<file path="src/hdl/rcx_pkg.sv">
// constants for the radio coexistence signalling block
// assumes a single 40 MHz system clock
package rcx_pkg;
  localparam int unsigned RCX_CLK_HZ = 40000000;
  localparam int unsigned RCX_SYNC_STAGES = 2;
  localparam logic RCX_MARK_RST = 1'b0;
  localparam logic RCX_ACTIVE_RST = 1'b0;
  localparam logic [1:0] RCX_SYNC_RST = 2'h0;
  localparam logic RCX_COMP_RST = 1'b0;
  localparam logic RCX_LNA_RST = 1'b0;
  localparam logic RCX_OE_RST = 1'b0;
  localparam int unsigned RCX_COMP_LAT = 3;
  typedef enum logic {RCX_SRC_CELL, RCX_SRC_SAT} rcx_src_t;
endpackage

</file>
<file path="src/hdl/rcx_sync.sv">
// two-stage synchroniser for the companion activity level
// assumes the input may change at any time relative to clk_sys
`timescale 1ns/1ps
`default_nettype none
module rcx_sync
  import rcx_pkg::*;
(
  // clock and reset
  input wire logic clk_sys,
  input wire logic rst_n,
  input wire logic clk_en,
  // level
  input wire logic async_in,
  output logic sync_out
);
  logic [1:0] stage_q;

  always_ff @(posedge clk_sys or negedge rst_n) begin
    if (!rst_n) begin
      stage_q <= RCX_SYNC_RST;
    end else if (clk_en) begin
      stage_q <= {stage_q[0], async_in};
    end
  end

  assign sync_out = stage_q[1];
endmodule
`default_nettype wire

</file>
<file path="src/hdl/rcx_coex.sv">
// radio coexistence signalling: activity in, time mark out, activity/grant out
// assumes modem core supplies time mark pulses and transceiver state on clk_sys
// Notes on behaviour
// The interface is exactly three pins, used only to avoid interference with one companion.
// The companion drives its activity pin high while its transceiver is on.
// With the satellite receiver in use the activity pin may instead enable an external LNA.
// The time mark pin carries an active-high pulse aligned to cellular system time.
// With the satellite receiver in use the time mark carries the satellite one-second mark.
// The modem activity pin is high while the modem transceiver is on, low while off.
// The modem activity pin low is a grant letting the companion transmit and receive.
// The companion activity input passes a two-stage synchroniser before use.
`timescale 1ns/1ps
`default_nettype none
module rcx_coex
  import rcx_pkg::*;
(
  // clock and reset
  input wire logic clk_sys,
  input wire logic rst_n,
  input wire logic clk_en,
  // modem core side
  input wire logic sat_rx_in_use,
  input wire logic lna_mode_en,
  input wire logic cell_mark_pulse,
  input wire logic sat_pps_pulse,
  input wire logic modem_trx_on,
  output logic companion_active,
  output logic lna_enable,
  // coexistence pins
  input wire logic companion_active_in,
  output logic companion_active_oe,
  output logic time_mark_out,
  output logic modem_active_grant_out
);
  logic comp_sync;
  logic comp_act_q;
  logic lna_q;
  logic lna_oe_q;
  logic mark_q;
  logic active_q;
  rcx_src_t src;
  logic mark_d;
  logic lna_sel;
  logic comp_act_d;
  logic lna_d;
  logic lna_oe_d;
  logic active_d;

  // two stages ahead of any use
  rcx_sync u_sync (
    .clk_sys(clk_sys),
    .rst_n(rst_n),
    .clk_en(clk_en),
    .async_in(companion_active_in),
    .sync_out(comp_sync)
  );

  // mark source follows the satellite receiver state
  assign src = sat_rx_in_use ? RCX_SRC_SAT : RCX_SRC_CELL;
  assign lna_sel = sat_rx_in_use & lna_mode_en;
  assign mark_d = (src == RCX_SRC_SAT) ? sat_pps_pulse : cell_mark_pulse;
  // companion level masked while the pin drives the amplifier
  assign comp_act_d = comp_sync & ~lna_sel;
  assign lna_d = lna_sel;
  assign lna_oe_d = lna_sel;
  assign active_d = modem_trx_on;

  always_ff @(posedge clk_sys or negedge rst_n) begin
    if (!rst_n) begin
      comp_act_q <= RCX_COMP_RST;
    end else if (clk_en) begin
      comp_act_q <= comp_act_d;
    end
  end

  always_ff @(posedge clk_sys or negedge rst_n) begin
    if (!rst_n) begin
      lna_q <= RCX_LNA_RST;
    end else if (clk_en) begin
      lna_q <= lna_d;
    end
  end

  always_ff @(posedge clk_sys or negedge rst_n) begin
    if (!rst_n) begin
      lna_oe_q <= RCX_OE_RST;
    end else if (clk_en) begin
      lna_oe_q <= lna_oe_d;
    end
  end

  always_ff @(posedge clk_sys or negedge rst_n) begin
    if (!rst_n) begin
      mark_q <= RCX_MARK_RST;
    end else if (clk_en) begin
      mark_q <= mark_d;
    end
  end

  always_ff @(posedge clk_sys or negedge rst_n) begin
    if (!rst_n) begin
      active_q <= RCX_ACTIVE_RST;
    end else if (clk_en) begin
      active_q <= active_d;
    end
  end

  // only three coexistence pins leave the block
  assign companion_active = comp_act_q;
  assign lna_enable = lna_q;
  assign companion_active_oe = lna_oe_q;
  assign time_mark_out = mark_q;
  assign modem_active_grant_out = active_q;

  property p_sync_delay;
    @(posedge clk_sys) disable iff (!rst_n)
      (clk_en && !lna_sel) [*3] |=> companion_active == $past(companion_active_in, RCX_COMP_LAT);
  endproperty
  a_sync_delay: assert property (p_sync_delay) else $error("companion sync delay wrong");

  property p_lna;
    @(posedge clk_sys) disable iff (!rst_n)
      (clk_en && lna_sel) |=> (lna_enable && companion_active_oe && !companion_active);
  endproperty
  a_lna: assert property (p_lna) else $error("lna mode not applied");

  property p_cell_mark;
    @(posedge clk_sys) disable iff (!rst_n)
      (clk_en && !sat_rx_in_use) |=> time_mark_out == $past(cell_mark_pulse);
  endproperty
  a_cell_mark: assert property (p_cell_mark) else $error("cell mark mismatch");

  property p_sat_mark;
    @(posedge clk_sys) disable iff (!rst_n)
      (clk_en && sat_rx_in_use) |=> time_mark_out == $past(sat_pps_pulse);
  endproperty
  a_sat_mark: assert property (p_sat_mark) else $error("pps mark mismatch");

  property p_active;
    @(posedge clk_sys) disable iff (!rst_n)
      clk_en |=> modem_active_grant_out == $past(modem_trx_on);
  endproperty
  a_active: assert property (p_active) else $error("activity level mismatch");

  property p_grant;
    @(posedge clk_sys) disable iff (!rst_n)
      (clk_en && !modem_trx_on) ##1 (clk_en && !modem_trx_on) |=> !modem_active_grant_out [*1];
  endproperty
  a_grant: assert property (p_grant) else $error("grant not given while off");

  property p_freeze;
    @(posedge clk_sys) disable iff (!rst_n)
      !clk_en |=> $stable(time_mark_out) && $stable(modem_active_grant_out);
  endproperty
  a_freeze: assert property (p_freeze) else $error("state moved with enable low");

  property p_comp_level;
    @(posedge clk_sys) disable iff (!rst_n)
      (clk_en && !lna_sel && comp_sync) |=> companion_active;
  endproperty
  a_comp_level: assert property (p_comp_level) else $error("companion level lost");

  property p_sync_low;
    @(posedge clk_sys) disable iff (!rst_n)
      (clk_en && !lna_sel && !comp_sync) |=> !companion_active;
  endproperty
  a_sync_low: assert property (p_sync_low) else $error("companion level stuck high");

  property p_lna_exit;
    @(posedge clk_sys) disable iff (!rst_n)
      (clk_en && !lna_sel) |=> (!lna_enable && !companion_active_oe);
  endproperty
  a_lna_exit: assert property (p_lna_exit) else $error("pin still driven after lna mode");

  property p_lna_sat_only;
    @(posedge clk_sys) disable iff (!rst_n)
      (clk_en && !sat_rx_in_use) |=> !companion_active_oe;
  endproperty
  a_lna_sat_only: assert property (p_lna_sat_only) else $error("pin driven without sat");

  property p_lna_mode_only;
    @(posedge clk_sys) disable iff (!rst_n)
      (clk_en && !lna_mode_en) |=> !lna_enable;
  endproperty
  a_lna_mode_only: assert property (p_lna_mode_only) else $error("lna on without mode");

  property p_oe_masks;
    @(posedge clk_sys) disable iff (!rst_n)
      companion_active_oe |-> !companion_active;
  endproperty
  a_oe_masks: assert property (p_oe_masks) else $error("own drive seen as companion");

  property p_pin_freeze;
    @(posedge clk_sys) disable iff (!rst_n)
      !clk_en |=> ($stable(companion_active) && $stable(lna_enable) && $stable(companion_active_oe));
  endproperty
  a_pin_freeze: assert property (p_pin_freeze) else $error("pin state moved with enable low");

  property p_mark_quiet;
    @(posedge clk_sys) disable iff (!rst_n)
      (clk_en && !cell_mark_pulse && !sat_pps_pulse) |=> !time_mark_out;
  endproperty
  a_mark_quiet: assert property (p_mark_quiet) else $error("mark without any source");

  property p_pps_masks_cell;
    @(posedge clk_sys) disable iff (!rst_n)
      (clk_en && sat_rx_in_use && cell_mark_pulse && !sat_pps_pulse) |=> !time_mark_out;
  endproperty
  a_pps_masks_cell: assert property (p_pps_masks_cell) else $error("cell mark leaked");

  property p_cell_masks_pps;
    @(posedge clk_sys) disable iff (!rst_n)
      (clk_en && !sat_rx_in_use && sat_pps_pulse && !cell_mark_pulse) |=> !time_mark_out;
  endproperty
  a_cell_masks_pps: assert property (p_cell_masks_pps) else $error("pps mark leaked");

  property p_pps_pulse;
    @(posedge clk_sys) disable iff (!rst_n)
      (clk_en && sat_rx_in_use && sat_pps_pulse) |=> time_mark_out;
  endproperty
  a_pps_pulse: assert property (p_pps_pulse) else $error("pps mark missing");

  property p_busy;
    @(posedge clk_sys) disable iff (!rst_n)
      (clk_en && modem_trx_on) |=> modem_active_grant_out;
  endproperty
  a_busy: assert property (p_busy) else $error("grant given while modem on");
endmodule
`default_nettype wire

</file>
<file path="config.mk">
export PLATFORM = sky130hd
export DESIGN_NAME = rcx_coex
export DESIGN_NICKNAME = d
export VERILOG_FILES = /design/src/hdl/rcx_pkg.sv /design/src/hdl/rcx_sync.sv /design/src/hdl/rcx_coex.sv
export SDC_FILE = /design/constraint.sdc
export NUM_CORES = 1
export LEC_CHECK = 0
export ABC_CLOCK_PERIOD_IN_PS = 800
export BUFFER_PORTS_ARGS = -buffer_cell sky130_fd_sc_hd__buf_4
export CORE_AREA = 4 4 41 43
export DETAILED_ROUTE_END_ITERATION = 8
export DIE_AREA = 0 0 45 47
export GPL_ROUTABILITY_DRIVEN = 0
export HOLD_SLACK_MARGIN = 0.03
export PLACE_DENSITY_LB_ADDON = 0.2
export SLEW_MARGIN = 20
export SYNTH_ARGS = -nofsm -noshare
export SYNTH_HDL_FRONTEND = slang
export SYNTH_SLANG_ARGS = --single-unit
</file>
<file path="constraint.sdc">
create_clock -name clk_sys -period 0.8 [get_ports clk_sys]
set_input_delay 0.04 -clock clk_sys [delete_from_list [all_inputs] [get_ports clk_sys]]
set_output_delay 0.04 -clock clk_sys [all_outputs]
set_load 0.05 [all_outputs]
</file>
After elaboration in Yosys (flattened, before gate mapping). Cells that the tools add are included.

Register bits after elaboration: 6. Logic and storage cells: 10.

Multiplexer cells: 2. Bitwise operators: 3.

Operators with widths (count): $and 1x1->1 (2); $mux 1 (2); $not 1->1 (1).

Logic depth before layout (Yosys ltp). Gate-level depths: netlist of run 1.

Word-level depth: 3. Gate-level depth with buffers: 3. Depth with buffers taken out: 2.

Hierarchy. From an unflattened synthesis of run 1, not the netlist that was laid out.

Cell total of the unflattened synthesis: 18. Area total of the unflattened synthesis: 250.2 µm².

Modules (own cells, without submodules): rcx_coex (instances 1, cells each 14, area an instance 177.7 µm², sequential area each 100.1 µm²); rcx_sync (instances 1, cells each 4, area an instance 72.6 µm², sequential area each 50.0 µm²).

Worst setup path after synthesis of run 1. No wires, ideal clock.

Path type: reg2reg. Start: reg, netlist name companion_active. End: reg comp_act_q (netlist: companion_active). Arrival: 0.869 ns. Path slack: -0.194 ns. Stages on the path, launching flop included: 2. Period minus slack after synthesis: 0.994 ns. Cell sequence: dfrtp_1 -> mux2_4.

RTL lines: to (signal assigned) (RTL line rcx_coex.sv:72) `comp_act_q <= comp_act_d;`; to (decl) (RTL line rcx_coex.sv:36) `logic comp_act_q;`.

==> results of run 1 <==
synthesized netlist by cell type:
library cell	n	share of area, %
dfrtp_1	6	56
inv_1	1	1.4
nand3_1	1	1.9
a21oi_1	1	1.9
mux2_4	4	22
buf_6	1	4.2
buf_4	1	2.8
nor2_1	1	1.4
mux2i_1	1	3.7
o21ai_0	1	1.9
a21boi_0	1	2.8
state kept, by name, indices dropped and copies added, names as in the netlist:
signal	cells
u_sync.stage_q	2
companion_active	1
lna_enable	1
modem_active_grant_out	1
time_mark_out	1
kinds of logic (layout without fill, tap and decap cells):
family | count (synthesis) | after routing | share of synthesized area [%]
muxes | 5 | 5 | 26.0
and+or+nand+nor | 2 | 2 | 3.25
buffers and inverters | 3 | 20 | 8.37
AOI/OAI and AO/OA | 3 | 3 | 6.51
DFF | 6 | 6 | 55.8
worst max path at each step:
stage                                        from                            to  slack [ns]
global route               lna_enable$_DFFE_PN0P_           companion_active_oe       -0.10
detailed placement  u_sync.stage_q[1]$_DFFE_PN0P_  companion_active$_DFFE_PN0P_       -0.06
global placement    u_sync.stage_q[1]$_DFFE_PN0P_  companion_active$_DFFE_PN0P_       -0.04
floorplan            companion_active$_DFFE_PN0P_  companion_active$_DFFE_PN0P_       -0.11
finish                     lna_enable$_DFFE_PN0P_           companion_active_oe       -0.07
CTS                        lna_enable$_DFFE_PN0P_           companion_active_oe       -0.08
per-layer routing:
layer	share of wire (%)	wire, um	vias to the layer above
li1	-	-	98
met1	42	226	85
met2	43	229	12
met3	13	72	2
met4	1.1	6	0
met5	0	0	-
timing repair:
item,in CTS,in global routing
hold buffers,1,1
endpoints found under the hold margin,8,2
endpoints found under the setup margin,6,6
gates cloned,0,0
gates resized for setup,6,0
cell type report:
| cell class | instances | area share (%) |
|---|---|---|
| repair buffers | 15 | 31.2 |
| inverters | 1 | 0.860 |
| clock buffers | 4 | 6.02 |
| flip-flops and latches | 6 | 35.5 |
| multi-input cells | 10 | 22.1 |
| well taps | 15 | 4.30 |
stage by stage:
| stage | setup TNS [ns] | utilization, % |
|---|---|---|
| global placement | -0.0410 | 28.6 |
| detailed placement | -0.0647 | 28.6 |
| CTS | -0.401 | 32.8 |
| floorplan | -0.219 | - |
| global route | -0.564 | 33.6 |
| finish | -0.348 | 33.6 |
power groups by stage:
| stage | Combinational [W] | Sequential (W) | Clock (W) |
|---|---|---|---|
| floorplan | 0.0000890 | 0.000452 | 0 |
| global placement | 0.000252 | 0.000368 | 0 |
| detailed placement | 0.000251 | 0.000371 | 0 |
| CTS | 0.000274 | 0.000373 | 0.000321 |
| global route | 0.000291 | 0.000378 | 0.000356 |
| finish | 0.000276 | 0.000373 | 0.000305 |
==> run_results.csv, run 1 <==
group,metric,value,unit
critical_path,path_cells,"buf_6",
critical_path,reg2regPathDepth,2,
critical_path,reg2reg_from,"u_sync.stage_q[1]$_DFFE_PN0P_",
power,vdd_drop_max,0.869,mV
grt,grt_use_met3,6.90,%
timing,fin_skew,0.0106,ns
die,core_area,1300,um^2
finish,stdcell_count,51,
logic_synthesis,synth_seq_cells,6,
finish,layout-drive-gt1-share,66.7,%
cts,cts_setup_buffers,0,
finish,antenna-diode-count,0,
critical_path,cp_num_cells,1,
critical_path,required,0.76,ns
finish,final_nets,46,
detailed_routing,drtPass1Iterations,1,
die,num_rows,13,
critical_path,worst-path-buf-inv,1,
cts,clock_latency,0.25,ns
worst_hold_path,whs_path_depth,2,
logic_synthesis,ys_warn_count,0,
run_status,status,"finished with violations",
die,die_w,45,um
power,pwr-share-clk,32.0,%
detailed_routing,post_drt_wl_per_cell,10.5,um
timing,finalCritPeriodShare,108,%
grt,grt_usage,6.77,%
placement,io_buffers,13,
logic_synthesis,syn_avg_cell_area,14.2,um^2
cts,root_buffer,"clkbuf_4",
grt,busiest_layer,"met2",
critical_path,arrival,0.83,ns
power,leakage,0.210,nW
finish,seq_area,155,um^2
timing,worst_hold_slack,0.0267,ns
critical_path,cp-end-kind,"primary output",
grt,grt_pass1_vias,214,
grt,grt_pass1_wl,917,um
timing,finalHoldViolations,0,
critical_path,reg2reg_to,"companion_active$_DFFE_PN0P_",
power,seqPwrFrac,39.1,%
detailed_routing,vias,197,
cts,cts.clk_slew.worst_paths,0.05,ns
grt,use_met1,6.51,%
critical_path,crit_family,"flip-flops",
cts,htree_num_levels,1,
finish,multi_input_area,96.3,um^2
timing,slew_viol_final,0,
timing,worst-slew-pin-transition,0.120,ns
placement,pre_cts_ws,-0.0647,ns
critical_path,path_class,"flip-flop to primary output",
logic_synthesis,ys_seq_area_share,55.8,%
critical_path,cp_slowest_cell,"dfrtp_2",
timing,timing.fmax,1.15,GHz
power,power,0.000953,W
die,num_io_pins,14,
worst_hold_path,holdPathEnd,"u_sync.stage_q[0]$_DFFE_PN0P_",
grt,antenna_found_initial,0,
power,p_int,0.000667,W
die,die_y,47,um
timing,rsz0062_at_grt,"true",
die,start_util,20.7,%
timing,fin_ws,-0.0673,ns
cts,cts_tree,"built",
grt,grt_max_degree,9,
detailed_routing,wl,534,um
logic_synthesis,syn_area,269,um^2
finish,syn_to_final_growth,62.3,%
power,p_sw_share,30.0,%
timing,relSlewSlack,91.8,%
finish,num-fill-cells,138,
cts,clockBufferDepth,2,
placement,placed_area,372,um^2
power,p_sw,0.000286,W
detailed_routing,vias_per_cell,3.86,
finish,final_common_cell,"buf_4",
grt,overflow,0,
critical_path,max_stage_delay,0.42,ns
job,drv_cap,0,
finish,final_cell_mix,"8 x buf_4, 5 x buf_6, 4 x mux2_4, 4 x dfrtp_2, 3 x clkbuf_4",
timing,setup_viol,7,
detailed_routing,drc,0,
detailed_routing,ant_nets,0,
critical_path,startpoint_type,"flip-flop",
logic_synthesis,ys_types,11,
placement,dp_cells,45,
critical_path,r2r_slack,-0.06,ns
power,p_comb_share,28.9,%
finish,design_area,437,um^2
cts,cts_sinks,6,
cts,cts_buffers,3,
detailed_routing,drt_iter0_markers,0,
run_status,violations,"negative setup slack",
grt,grtUsageMet2,9.32,%
power,power.density,2180,nW/um^2
critical_path,path_max_fanout,3,
die,die_area,2120,um^2
worst_hold_path,min_path_type,"input port to flip-flop",
logic_synthesis,postSynthCellCount,19,
logic_synthesis,synth_nets,28,
worst_hold_path,min_from,"companion_active_in",
timing,min_period,0.867,ns
(Power assumes the default switching activity.)
==> run 2, diff against run 1 <==
--- a/config.mk
+++ b/config.mk
@@ -13,6 +13,7 @@
 export GPL_ROUTABILITY_DRIVEN = 0
 export HOLD_SLACK_MARGIN = 0.03
 export PLACE_DENSITY_LB_ADDON = 0.2
+export RECOVER_POWER = 25
 export SLEW_MARGIN = 20
 export SYNTH_ARGS = -nofsm -noshare
 export SYNTH_HDL_FRONTEND = slang
==> run_results.csv, run 2 (synthesized netlist as in run 1, its figures left out) <==
group,metric,value,unit
cts,cts.clk_slew.worst_paths,0.05,ns
critical_path,path_cells,"buf_6",
finish,final_util,33.3,%
power,p_comb_share,28.8,%
grt,grt_usage,6.77,%
timing,rsz0062_at_grt,"true",
die,die_area,2120,um^2
grt,grt_max_degree,9,
run_status,status,"finished with violations",
detailed_routing,drc,0,
cts,root_buffer,"clkbuf_4",
critical_path,crit_path_start,"lna_enable$_DFFE_PN0P_",
timing,timing.fmax,1.15,GHz
power,pwr-share-clk,32.1,%
die,num_rows,13,
die,die_w,45,um
power,power,0.000950,W
critical_path,worst-path-buf-inv,1,
detailed_routing,drtPass1Iterations,1,
critical_path,max_stage_delay,0.42,ns
detailed_routing,drt_iter0_markers,0,
timing,tns,-0.345,ns
worst_hold_path,min_from,"companion_active_in",
finish,layout-drive-gt1-share,63.9,%
finish,top_register,"u_sync.stage_q",
job,drv_cap,0,
critical_path,reg2reg_from,"u_sync.stage_q[1]$_DFFE_PN0P_",
timing,fin_ws,-0.0673,ns
die,num_io_pins,14,
placement,io_buffers,13,
placement,pre_cts_ws,-0.0647,ns
critical_path,startpoint_type,"flip-flop",
finish,final_common_cell,"buf_4",
critical_path,arrival,0.83,ns
finish,syn_to_final_growth,60.9,%
power,seqPwrFrac,39.2,%
die,die_y,47,um
critical_path,cp-end-kind,"primary output",
grt,overflow,0,
finish,final_nets,46,
detailed_routing,ant_nets,0,
grt,antenna_found_initial,0,
power,vdd_drop_max,0.869,mV
power,leakage,0.206,nW
cts,htree_num_levels,1,
critical_path,crit_family,"flip-flops",
timing,min_period,0.867,ns
detailed_routing,vias_per_cell,3.86,
detailed_routing,vias,197,
grt,grt_pass1_vias,214,
power,p_int,0.000665,W
timing,fin_skew,0.0106,ns
die,start_util,20.7,%
timing,finalHoldViolations,0,
cts,cts_tree,"built",
timing,worst-slew-pin-transition,0.312,ns
worst_hold_path,min_path_type,"input port to flip-flop",
cts,cts_setup_buffers,0,
detailed_routing,wl,531,um
run_status,violations,"negative setup slack",
critical_path,cp_slowest_cell,"dfrtp_2",
finish,num-fill-cells,139,
timing,finalCritPeriodShare,108,%
finish,final_cell_mix,"7 x buf_4, 5 x buf_6, 4 x mux2_4, 4 x dfrtp_2, 3 x clkbuf_4",
cts,clockBufferDepth,2,
cts,cts_buffers,3,
detailed_routing,post_drt_wl_per_cell,10.4,um
power,p_sw,0.000285,W
cts,clock_latency,0.25,ns
timing,slew_viol_final,0,
cts,cts_sinks,6,
critical_path,required,0.76,ns
power,power.density,2190,nW/um^2
power,p_sw_share,30.0,%
finish,antenna-diode-count,0,
timing,relSlewSlack,79.2,%
finish,largest_reg_flops,2,
timing,setup_viol,7,
grt,grt_pass1_wl,917,um
critical_path,path_max_fanout,3,
critical_path,path_class,"flip-flop to primary output",
die,core_area,1300,um^2
[run 2: cell types whose count changed in the layout (fill, tap and decap cells not counted)]
cell      delta
clkbuf_1     +1
buf_4        -1
[run 2: final timing paths]
path	endpoint	slack, ns	depth (start not counted)
max in group asynchronous	time_mark_out$_DFFE_PN0P_	0.34	2
worst min register to register	u_sync.stage_q[1]$_DFFE_PN0P_	0.51	1
worst max-delay path	companion_active_oe	-0.07	1
worst max register to register	companion_active$_DFFE_PN0P_	-0.06	2
worst min-delay path	u_sync.stage_q[0]$_DFFE_PN0P_	0.03	2
min in group asynchronous	lna_enable$_DFFE_PN0P_	0.19	2
[run 2: per-layer routing]
metal | vias to the layer above | routed length [um] | track usage [%]
met5 | - | 0 | 0
met4 | 0 | 6 | 3.51
met3 | 2 | 72 | 6.90
met2 | 12 | 229 | 9.32
met1 | 85 | 222 | 6.51
li1 | 98 | - | -
[run 2: through the flow]
step | cell area, um^2 | std cells | hold slack, ns
6_report | 433 | 51 | 0.0267
5_1_grt | 433 | 51 | 0.00764
4_1_cts | 427 | 50 | 0.0120
3_5_place_dp | 372 | 45 | -0.149
3_3_place_gp | 372 | 45 | -0.149
2_1_floorplan | 274 | 19 | -0.256
[run 2: power groups by stage]
stage / sequential, W / clock, W / combinational, W
floorplan: 0.000452 / 0 / 0.0000890
global placement: 0.000368 / 0 / 0.000252
detailed placement: 0.000371 / 0 / 0.000251
CTS: 0.000373 / 0.000321 / 0.000274
global route: 0.000378 / 0.000356 / 0.000289
finish: 0.000372 / 0.000305 / 0.000273
[run 2: cell type report]
type / instances / area, um^2 / area share [%]
clock buffer: 4 / 26.3 / 6.07
inverter: 1 / 3.75 / 0.867
multi-input combinational: 10 / 96.3 / 22.3
sequential: 6 / 155 / 35.8
tap: 15 / 18.8 / 4.34
timing repair buffer: 15 / 133 / 30.6
[run 2: timing repair]
item	4_1_cts	5_1_grt
pin swaps	0	0
hold buffers	1	1
endpoints found under the setup margin	6	6
hold endpoints to repair	8	2
gates resized for setup	6	0
==> run 3, diff against run 2 <==
--- a/config.mk
+++ b/config.mk
@@ -14,6 +14,7 @@
 export HOLD_SLACK_MARGIN = 0.03
 export PLACE_DENSITY_LB_ADDON = 0.2
 export RECOVER_POWER = 25
+export SETUP_SLACK_MARGIN = 0.02
 export SLEW_MARGIN = 20
 export SYNTH_ARGS = -nofsm -noshare
 export SYNTH_HDL_FRONTEND = slang
==> run_results.csv, run 3 (synthesized netlist as in run 1, its figures left out) <==
group,metric,value,unit
timing,finalHoldViolations,0,
grt,overflow,0,
placement,io_buffers,13,
power,vdd_drop_max,0.802,mV
power,p_int,0.000642,W
cts,htree_num_levels,1,
finish,antenna-diode-count,0,
detailed_routing,post_drt_wl_per_cell,10.9,um
timing,finalCritPeriodShare,107,%
job,drv_cap,0,
finish,syn_to_final_growth,55.8,%
detailed_routing,wl,535,um
die,die_w,45,um
timing,setup_viol,6,
critical_path,path_max_fanout,2,
placement,placed_area,372,um^2
worst_hold_path,min_from,"companion_active_in",
critical_path,cp-end-kind,"flip-flop",
power,power.density,2190,nW/um^2
cts,cts_sinks,6,
run_status,status,"finished with violations",
finish,layout-drive-gt1-share,67.6,%
cts,cts_tree,"built",
finish,final_nets,45,
die,core_area,1300,um^2
finish,seq_area,155,um^2
timing,fin_skew,0.00421,ns
detailed_routing,drtPass1Iterations,2,
grt,grt_pass1_vias,218,
cts,cts_setup_buffers,0,
die,die_area,2120,um^2
power,leakage,0.201,nW
critical_path,path_class,"flip-flop to flip-flop",
cts,holdBufCountCts,1,
placement,dp_hpwl,432,um
finish,largest_reg_flops,2,
detailed_routing,drc,0,
finish,top_register,"u_sync.stage_q",
detailed_routing,vias_per_cell,3.88,
finish,final_common_cell,"buf_4",
cts,cts_buffers,3,
timing,timing.fmax,1.17,GHz
grt,grt_usage,7.25,%
critical_path,arrival,0.98,ns
die,num_io_pins,14,
critical_path,crit_path_start,"u_sync.stage_q[1]$_DFFE_PN0P_",
die,die_y,47,um
timing,worst-slew-pin-transition,0.331,ns
cts,root_buffer,"clkbuf_4",
timing,relSlewSlack,77.9,%
grt,grt_max_degree,9,
run_status,violations,"negative setup slack",
power,p_sw,0.000278,W
die,start_util,20.7,%
timing,fin_ws,-0.0582,ns
timing,min_period,0.858,ns
timing,rsz0062_at_grt,"true",
critical_path,reg2reg_from,"u_sync.stage_q[1]$_DFFE_PN0P_",
detailed_routing,ant_nets,0,
critical_path,required,0.93,ns
worst_hold_path,min_path_type,"input port to flip-flop",
critical_path,startpoint_type,"flip-flop",
die,num_rows,13,
power,pwr-share-clk,30.5,%
cts,clockBufferDepth,2,
timing,slew_viol_final,0,
finish,final_cell_mix,"7 x buf_4, 5 x buf_6, 4 x mux2_4, 4 x dfrtp_2, 3 x clkbuf_4",
placement,dp_cells,45,
grt,antenna_found_initial,0,
finish,stdcell_count,49,
detailed_routing,drt_iter0_markers,1,
power,p_sw_share,30.2,%
detailed_routing,vias,190,
power,p_comb_share,29.3,%
cts,cts.clk_slew.worst_paths,0.05,ns
finish,num-fill-cells,147,
cts,clock_latency,0.24,ns
power,seqPwrFrac,40.2,%
finish,design_area,419,um^2
finish,multi_input_area,96.3,um^2
grt,grt_pass1_wl,972,um
## run 3: critical path: stages (launching register included)
cell and delay [ns]:
dfrtp_1 0.37, a21boi_1 0.13, mux2_4 0.25
## run 3: repair_timing
| action | in CTS | in global routing |
|---|---|---|
| setup endpoints to repair | 6 | 7 |
| gates resized for setup | 6 | 0 |
| endpoints found under the hold margin | 8 | 1 |
## run 3: layer usage
metal	up-vias	wire length [um]	track usage, %
met5	-	0	0
met4	0	0	5.26
met3	0	71	6.13
met2	11	243	9.89
met1	83	220	7.23
li1	96	-	-
## run 3: final timing paths
check,endpoint,slack [ns],cells after the start
min reg2reg,u_sync.stage_q[1]$_DFFE_PN0P_,0.51,1
min,u_sync.stage_q[0]$_DFFE_PN0P_,0.03,2
max in group asynchronous,modem_active_grant_out$_DFFE_PN0P_,0.33,2
max reg2reg,companion_active$_DFFE_PN0P_,-0.06,2
min in group asynchronous,u_sync.stage_q[1]$_DFFE_PN0P_,0.20,2
max,companion_active$_DFFE_PN0P_,-0.06,2
## run 3: layout make-up
class,count,share of cell area (%)
inverter,1,0.896
tap,15,4.48
timing repair buffer,14,29.3
clock buffer,3,5.37
multi-input combinational,10,23.0
sequential,6,37.0
## run 3: metrics by stage
step	setup slack [ns]	power (W)	util [%]	hold WS (ns)	setup TNS, ns
finish	-0.0582	0.000920	32.2	0.0308	-0.271
global placement	-0.0414	0.000620	28.6	-0.149	-0.0414
global route	-0.0915	0.000981	32.2	0.0175	-0.470
CTS	-0.0678	0.000942	32.5	0.0227	-0.345
detailed placement	-0.0579	0.000623	28.6	-0.147	-0.0579
floorplan	-0.109	0.000544	-	-0.256	-0.219
## run 3: power groups by stage
stage               clock (W)  combinational (W)  sequential (W)
floorplan                   0          0.0000914        0.000452
finish               0.000280           0.000270        0.000370
global placement            0           0.000252        0.000368
detailed placement          0           0.000254        0.000370
global route         0.000318           0.000288        0.000375
CTS                  0.000294           0.000275        0.000372
